<file path="config.mk">
export PLATFORM = sky130hd
export DESIGN_NAME = sledg_status_led
export DESIGN_NICKNAME = d
export VERILOG_FILES = /design/src/hw/sledg_burst.v /design/src/hw/sledg_status_led.v
export VERILOG_INCLUDE_DIRS = /design/src /design/src/hw
export SDC_FILE = /design/constraint.sdc
export NUM_CORES = 1
export LEC_CHECK = 0
export BUFFER_PORTS_ARGS = -buffer_cell sky130_fd_sc_hd__buf_4
export CORE_AREA = 8 8 127 129
export DETAILED_ROUTE_END_ITERATION = 10
export DIE_AREA = 0 0 135 137
export PLACE_DENSITY = 0.66
export SETUP_SLACK_MARGIN = 0.4
export SLEW_MARGIN = 20
export SYNTH_ARGS = -nofsm -noshare
export SYNTH_HDL_FRONTEND = slang
export SYNTH_HIERARCHICAL = 1
export SYNTH_SLANG_ARGS = --single-unit
</file>
<file path="constraint.sdc">
create_clock -name ref_clk -period 6.25 [get_ports ref_clk]
set_input_delay 1.25 -clock ref_clk [delete_from_list [all_inputs] [get_ports ref_clk]]
set_output_delay 1.25 -clock ref_clk [all_outputs]
set_load 0.02 [all_outputs]
</file>
<file path="src/hw/sledg_consts.vh">
`ifndef SLEDG_CONSTS_VH
`define SLEDG_CONSTS_VH

// ============================================================
// mode encodings of a general indicator
`define SLEDG_MODE_W 2
`define SLEDG_MODE_SOLUTION 2'h0
`define SLEDG_MODE_KINEMATIC 2'h1
`define SLEDG_MODE_CORRECTION 2'h2
`define SLEDG_MODE_TRACKING 2'h3

// ============================================================
// kinematic state encodings
`define SLEDG_KIN_NONE 2'h0
`define SLEDG_KIN_FLOAT 2'h1
`define SLEDG_KIN_FIXED 2'h2

// ============================================================
// timing, times in microseconds, clock in MHz
`define SLEDG_CLK_MHZ 25
`define SLEDG_FAST_HALF_US 50000
`define SLEDG_BLINK_ON_US 150000
`define SLEDG_BLINK_GAP_US 250000
`define SLEDG_PAUSE_US 1500000
`define SLEDG_FLOAT_HALF_US 250000
`define SLEDG_LOG_BLINK_US 50000
`define SLEDG_CYC(us) ((us) * `SLEDG_CLK_MHZ)
`define SLEDG_CNT_W 26
`define SLEDG_MAX_BURST 3'h5
`endif

</file>
<file path="src/hw/sledg_burst.v">
`include "sledg_consts.vh"
// ============================================================
// burst blinker: count of blinks then a long pause
module sledg_burst #(
  parameter [25:0] FAST_HALF = `SLEDG_CYC(`SLEDG_FAST_HALF_US),
  parameter [25:0] ON_CYC = `SLEDG_CYC(`SLEDG_BLINK_ON_US),
  parameter [25:0] GAP_CYC = `SLEDG_CYC(`SLEDG_BLINK_GAP_US),
  parameter [25:0] PAUSE_CYC = `SLEDG_CYC(`SLEDG_PAUSE_US)
) (
  input wire ref_clk,
  input wire rst_n,
  input wire [2:0] blinkCount, // 0 means fast continuous blink
  output reg ledOut_ff
);
  localparam [1:0] ST_ON = 2'h0;
  localparam [1:0] ST_GAP = 2'h1;
  localparam [1:0] ST_PAUSE = 2'h2;
  localparam [1:0] ST_FAST = 2'h3;
  reg [1:0] state_ff; // current phase
  reg [1:0] nxt_state;
  reg [25:0] timer_ff; // cycles left in phase
  reg [25:0] nxt_timer;
  reg [2:0] done_ff; // blinks finished in burst
  reg [2:0] nxt_done;
  reg nxt_led;

  // ============================================================
  // phase sequencer; count is read live at the end of every phase
  always @* begin
    nxt_state = state_ff;
    nxt_timer = timer_ff - 26'h1;
    nxt_done = done_ff;
    nxt_led = ledOut_ff;
    if (timer_ff == 26'h0) begin
      case (state_ff)
        ST_ON: begin
          nxt_done = done_ff + 3'h1;
          nxt_led = 1'b0;
          // pause well above gap keeps counts readable
          if (done_ff + 3'h1 >= blinkCount) begin
            nxt_state = ST_PAUSE;
            nxt_timer = PAUSE_CYC - 26'h1;
          end else begin
            nxt_state = ST_GAP;
            nxt_timer = GAP_CYC - 26'h1;
          end
        end
        ST_GAP, ST_PAUSE, ST_FAST: begin
          if (blinkCount == 3'h0) begin
            // zero: ten blinks per second
            nxt_state = ST_FAST;
            nxt_led = ~ledOut_ff;
            nxt_timer = FAST_HALF - 26'h1;
            nxt_done = 3'h0;
          end else begin
            nxt_state = ST_ON;
            nxt_led = 1'b1;
            nxt_timer = ON_CYC - 26'h1;
            if (state_ff != ST_GAP) nxt_done = 3'h0;
          end
        end
        default: begin
          nxt_state = ST_PAUSE;
          nxt_timer = 26'h0;
        end
      endcase
    end
  end

  // ============================================================
  // phase registers
  always @(posedge ref_clk or negedge rst_n) begin
    if (!rst_n) begin
      state_ff <= ST_PAUSE;
      timer_ff <= 26'h0;
      done_ff <= 3'h0;
      ledOut_ff <= 1'b0;
    end else begin
      state_ff <= nxt_state;
      timer_ff <= nxt_timer;
      done_ff <= nxt_done;
      ledOut_ff <= nxt_led;
    end
  end
endmodule // sledg_burst

</file>
<file path="src/hw/sledg_status_led.v">
`include "sledg_consts.vh"
// ============================================================
// status indicator pattern generator
module sledg_status_led (
  input wire ref_clk,
  input wire rst_n,
  input wire modeWrite, // one-cycle strobe of mode command
  input wire modeSelect, // 0 general indicator one, 1 two
  input wire [1:0] modeValue, // new mode
  input wire solutionValid, // position solution available
  input wire [1:0] kinematicState, // none, float, fixed
  input wire baseStation, // static base sending corrections
  input wire correctionSeen, // any correction message received
  input wire [7:0] correctedSats, // satellites with corrections
  input wire [7:0] trackedSats, // satellites in tracking
  input wire cardMounted, // card present and mounted
  input wire logActivity, // one-cycle pulse per logging event
  output reg generalIndicatorOne_ff,
  output reg generalIndicatorTwo_ff,
  output reg loggingIndicator_ff,
  output reg [1:0] modeOne_ff,
  output reg [1:0] modeTwo_ff
);
  localparam [25:0] FLOAT_HALF = `SLEDG_CYC(`SLEDG_FLOAT_HALF_US);
  localparam [25:0] LOG_BLINK = `SLEDG_CYC(`SLEDG_LOG_BLINK_US);
  localparam [25:0] LOG_DARK = LOG_BLINK + LOG_BLINK;

  // ============================================================
  // count to burst length: 1-2 one, 3-4 two ... 9+ five
  function [2:0] burstOf;
    input [7:0] sats;
    begin
      if (sats == 8'h0) burstOf = 3'h0;
      else if (sats >= 8'h9) burstOf = `SLEDG_MAX_BURST;
      else burstOf = sats[3:1] + {2'h0, sats[0]};
    end
  endfunction

  wire [2:0] corrCount = burstOf(correctedSats);
  wire [2:0] trackCount = burstOf(trackedSats);
  wire corrBlink;
  wire trackBlink;

  // ============================================================
  // shared burst blinkers, one per count source
  sledg_burst uCorr (
    .ref_clk(ref_clk),
    .rst_n(rst_n),
    .blinkCount(corrCount),
    .ledOut_ff(corrBlink)
  );
  sledg_burst uTrack (
    .ref_clk(ref_clk),
    .rst_n(rst_n),
    .blinkCount(trackCount),
    .ledOut_ff(trackBlink)
  );

  // ============================================================
  // float blink square wave
  reg [25:0] floatCnt_ff;
  reg floatWave_ff;
  always @(posedge ref_clk or negedge rst_n) begin
    if (!rst_n) begin
      floatCnt_ff <= 26'h0;
      floatWave_ff <= 1'b0;
    end else if (floatCnt_ff == 26'h0) begin
      floatCnt_ff <= FLOAT_HALF - 26'h1;
      floatWave_ff <= ~floatWave_ff;
    end else begin
      floatCnt_ff <= floatCnt_ff - 26'h1;
    end
  end

  // ============================================================
  // mode registers, written by the mode command
  always @(posedge ref_clk or negedge rst_n) begin
    if (!rst_n) begin
      modeOne_ff <= `SLEDG_MODE_SOLUTION;
      modeTwo_ff <= `SLEDG_MODE_KINEMATIC;
    end else if (modeWrite) begin
      if (modeSelect) modeTwo_ff <= modeValue;
      else modeOne_ff <= modeValue;
    end
  end

  // ============================================================
  // per-mode level for a general indicator
  function levelOf;
    input [1:0] mode;
    input wave;
    input [1:0] kin;
    input base;
    input seen;
    input corrB;
    input trackB;
    begin
      case (mode)
        `SLEDG_MODE_SOLUTION: levelOf = solutionValid;
        `SLEDG_MODE_KINEMATIC: begin
          if (kin == `SLEDG_KIN_FIXED) levelOf = 1'b1;
          else if (kin == `SLEDG_KIN_FLOAT) levelOf = wave;
          else levelOf = 1'b0;
        end
        `SLEDG_MODE_CORRECTION: begin
          if (base) levelOf = 1'b1;
          else if (!seen) levelOf = 1'b0;
          else levelOf = corrB;
        end
        `SLEDG_MODE_TRACKING: levelOf = trackB;
        default: levelOf = 1'b0;
      endcase
    end
  endfunction

  // ============================================================
  // logging blink: dark for a short time after activity
  reg [25:0] logCnt_ff;
  always @(posedge ref_clk or negedge rst_n) begin
    if (!rst_n) begin
      logCnt_ff <= 26'h0;
    end else if (!cardMounted) begin
      logCnt_ff <= 26'h0;
    end else if (logActivity && logCnt_ff == 26'h0) begin
      // activity during a blink is folded in, so blinks stay visible
      logCnt_ff <= LOG_DARK - 26'h1;
    end else if (logCnt_ff != 26'h0) begin
      logCnt_ff <= logCnt_ff - 26'h1;
    end
  end

  // ============================================================
  // output flops, high means lit
  always @(posedge ref_clk or negedge rst_n) begin
    if (!rst_n) begin
      generalIndicatorOne_ff <= 1'b0;
      generalIndicatorTwo_ff <= 1'b0;
      loggingIndicator_ff <= 1'b0;
    end else begin
      generalIndicatorOne_ff <= levelOf(modeOne_ff, floatWave_ff,
        kinematicState, baseStation, correctionSeen, corrBlink,
        trackBlink);
      generalIndicatorTwo_ff <= levelOf(modeTwo_ff, floatWave_ff,
        kinematicState, baseStation, correctionSeen, corrBlink,
        trackBlink);
      if (!cardMounted) loggingIndicator_ff <= 1'b0;
      else loggingIndicator_ff <= (logCnt_ff < LOG_BLINK);
    end
  end
endmodule // sledg_status_led

</file>
==> metrics.yaml <==
routing:
  drt-vias-per-instance: 5.70
  first_pass_iters: 4
  wl_met3_um: 521
  wl_met1_um: 6640
  dr_wl_met2_um: 7050
  detail-route-antenna-nets: 0
  first_iter_violations: 331
  maxUsedRoutingLayer: "met4"
  vias: 5409
  wl_um: 14400
  routedWlPerCell_um: 15.2
  drcViolationCount: 0
sta:
  fmax_mhz: 300
  setup_ws_ns: 2.92
  setup_tns_ns: 0
  slew_violations: 0
  hold_viol_final: 0
  layout_min_cycle_time_ns: 3.33
  worst_slew_pin_slew_ns: 0.801
  min_period_over_period_pct: 53.3
  grt_setup_unrepaired: "false"
  relSlewSlack_pct: 46.2
  skew_ns: 0.0140
  finalSetupViolations: 0
critical_path:
  worst-path-max-fanout: 4
  critPathLaunchType: "input port"
  crit_required_ns: 6.59
  worstPathArrival_ns: 3.67
  end_kind: "flip-flop"
  crit_type: "input port to flip-flop"
logic_synthesis:
  ys.flop_type: "dfrtp_1"
  avgSynthCellArea_um2: 9.65
  synth_cell_types: 67
  yosysWarnings: 6
  ys_seq_area_share_pct: 44.9
  syn-cell-area_um2: 6920
  synthCells: 717
  ys_seq_elements: 124
  synth_enable_flop_cells: 0
  postSynth.asyncResetShare_pct: 100
  syn_nets: 771
global_routing:
  grt_start_max_net_pins: 79
  grt_overflow: 0
  track_usage_pct: 16.5
  grt_pass1_vias: 5446
  grt_first_pass_wirelength_um: 25200
  grt_antenna_before_repair: 0
job:
  cap_viol_max_count: 0
clock_network:
  cts.sinks: 124
  cts_buffers: 17
  cts.path.max_buffers: 2
  clk-insertion-delay-late_ns: 0.41
  clk_pin_slew_ns: 0.06
  hold_buffers: 0
  clockRootBuffer: "clkbuf_16"
  cts_tree: "done"
  htreeDepth: 4
  postCtsSetupRepairBufs: 0
  cts-resized-gates: 0
placed_design:
  dp_cells: 917
  gp_congestion: 0.829
  dpl.hpwl_um: 10100
  io_buffers: 35
  dp_slack_ns: 2.50
final_layout:
  layout.nets: 806
  final_core_util_pct: 56.3
  fill_cells: 1219
  layout.cells.non_filler: 949
  drive_above_1_share_pct: 14.6
  syn_to_final_growth_pct: 15.5
  n_antenna_cell: 0
pwr:
  power_density_nw_per_um2: 323
  total_leakage_power_uw: 0.00320
  peakVddDrop_mv: 0.190
  power_uw: 2580
hold_path:
  worst_hold_path_type: "flip-flop to flip-flop"
floorplanning:
  fp.dieW_um: 135
  die-area_um2: 18500
  die_y_um: 137
  start_util_pct: 48.7
  io_pins: 36
  rows: 44
  core_um2: 14200
outcome:
  status: "finished, final reports clean"
## worst paths after layout
| kind | start | end | slack [ns] | cells after the start |
|---|---|---|---|---|
| max | trackedSats[6] | uTrack/timer_ff[14] | 2.92 | 11 |
| min | uCorr/state_ff[1] | uCorr/state_ff[1] | 0.48 | 2 |
| max reg2reg | uTrack/timer_ff[5] | uTrack/state_ff[1] | 3.37 | 5 |
| min reg2reg | uCorr/state_ff[1] | uCorr/state_ff[1] | 0.48 | 2 |
| max in group asynchronous | rst_n | floatCnt_ff[2] | 4.32 | 2 |
| min in group asynchronous | rst_n | uCorr/timer_ff[7] | 0.86 | 1 |
## kinds of logic after synthesis
| family | count (synthesis) | share of synthesized area, % |
|---|---|---|
| simple gates | 337 | 27.0 |
| flops | 124 | 44.9 |
| compound gates | 103 | 9.44 |
| xor+xnor | 67 | 8.48 |
| buf+inv | 44 | 2.69 |
| fa+ha+maj | 25 | 4.52 |
| mux | 17 | 2.95 |
## layout make-up
| class | count | area [um2] | share of cell area [%] |
|---|---|---|---|
| Sequential cell | 124 | 3110 | 38.9 |
| Inverter | 23 | 86.3 | 1.08 |
| Multi-Input combinational cell | 549 | 3630 | 45.4 |
| Tap cell | 184 | 230 | 2.88 |
| Timing Repair Buffer | 37 | 282 | 3.52 |
| Clock inverter | 12 | 191 | 2.40 |
| Clock buffer | 20 | 467 | 5.84 |
## layout by cell type, fill, tap and decap left out, types with 4 or more instances in the layout
cell type	instances
nor2_1	67
or4_1	12
a21o_1	4
bufinv_16	5
inv_1	22
nand4_1	9
nor2b_1	5
clkinv_2	5
nand2b_1	5
or4_4	6
nand3_1	23
a211oi_1	9
ha_1	25
nand4b_1	5
nor4_1	26
or2_2	6
nand2_1	67
nor3b_1	5
a21oi_1	34
buf_4	36
o21ai_0	21
mux2i_1	8
a31oi_1	6
nor3_1	45
o211a_1	5
or3_1	22
o21a_1	4
o311ai_0	5
xnor2_1	54
xor2_1	13
mux2_2	6
dfrtp_1	121
clkbuf_16	17
## report_power, final
part | internal [uW] | switching (uW) | leakage [uW] | total [uW]
Clock | 736 | 346 | 0.000326 | 1080
Combinational | 223 | 313 | 0.00148 | 536
Sequential | 875 | 84.6 | 0.00140 | 960
Total | 1830 | 744 | 0.00320 | 2580
## registers in the layout, summed over array words and instances, names as in the netlist, 2 cells and up
name	flops
floatCnt_ff	26
uTrack/timer_ff	26
logCnt_ff	26
modeOne_ff	2
modeTwo_ff	2
uCorr/state_ff	2
uCorr/done_ff	3
uTrack/state_ff	2
uCorr/timer_ff	26
uTrack/done_ff	3
## worst max-delay path: stages
cell      delay (ns)
buf_4           0.10
or4_1           0.57
a21oi_1         0.22
o211a_1         0.22
inv_1           0.05
ha_1            0.29
nand2_1         0.06
o21ai_0         0.12
or2_2           0.34
nor3_1          0.27
o21bai_1        0.17
## synth_stat cells, drive strengths merged, types with 4 or more instances
master,instances,area [um2]
a211oi,9,67.6
a21boi,4,30.0
a21o,4,30.0
a21oi,34,170
a31oi,6,37.5
buf,11,61.3
clkbuf,10,38.8
dfrtp,121,3030
ha,25,313
inv,22,82.6
mux2,7,78.8
mux2i,8,80.1
nand2,67,251
nand2b,5,31.3
nand3,23,115
nand4,9,56.3
nand4b,5,43.8
nor2,70,275
nor2b,5,31.3
nor3,49,272
nor3b,5,37.5
nor4,31,243
o211a,5,50.1
o21a,4,30.0
o21ai,22,110
o311ai,5,43.8
or2,9,58.8
or3,24,156
or4,18,158
xnor2,54,473
xor2,13,114
## stage by stage
stage | hold WS [ns] | cell area (um2)
6_report | 0.477 | 7990
5_1_grt | 0.499 | 7990
4_1_cts | 0.477 | 7990
3_5_place_dp | 0.469 | 7330
3_3_place_gp | 0.462 | 7330
2_1_floorplan | 0.435 | 6920
## layer usage
| layer | up-vias | track usage, % |
|---|---|---|
| li1 | 2667 | - |
| met1 | 2631 | 20.6 |
| met2 | 94 | 27.8 |
| met3 | 17 | 3.52 |
| met4 | 0 | 6.05 |
| met5 | - | 0 |
(Power assumes the default switching activity.)
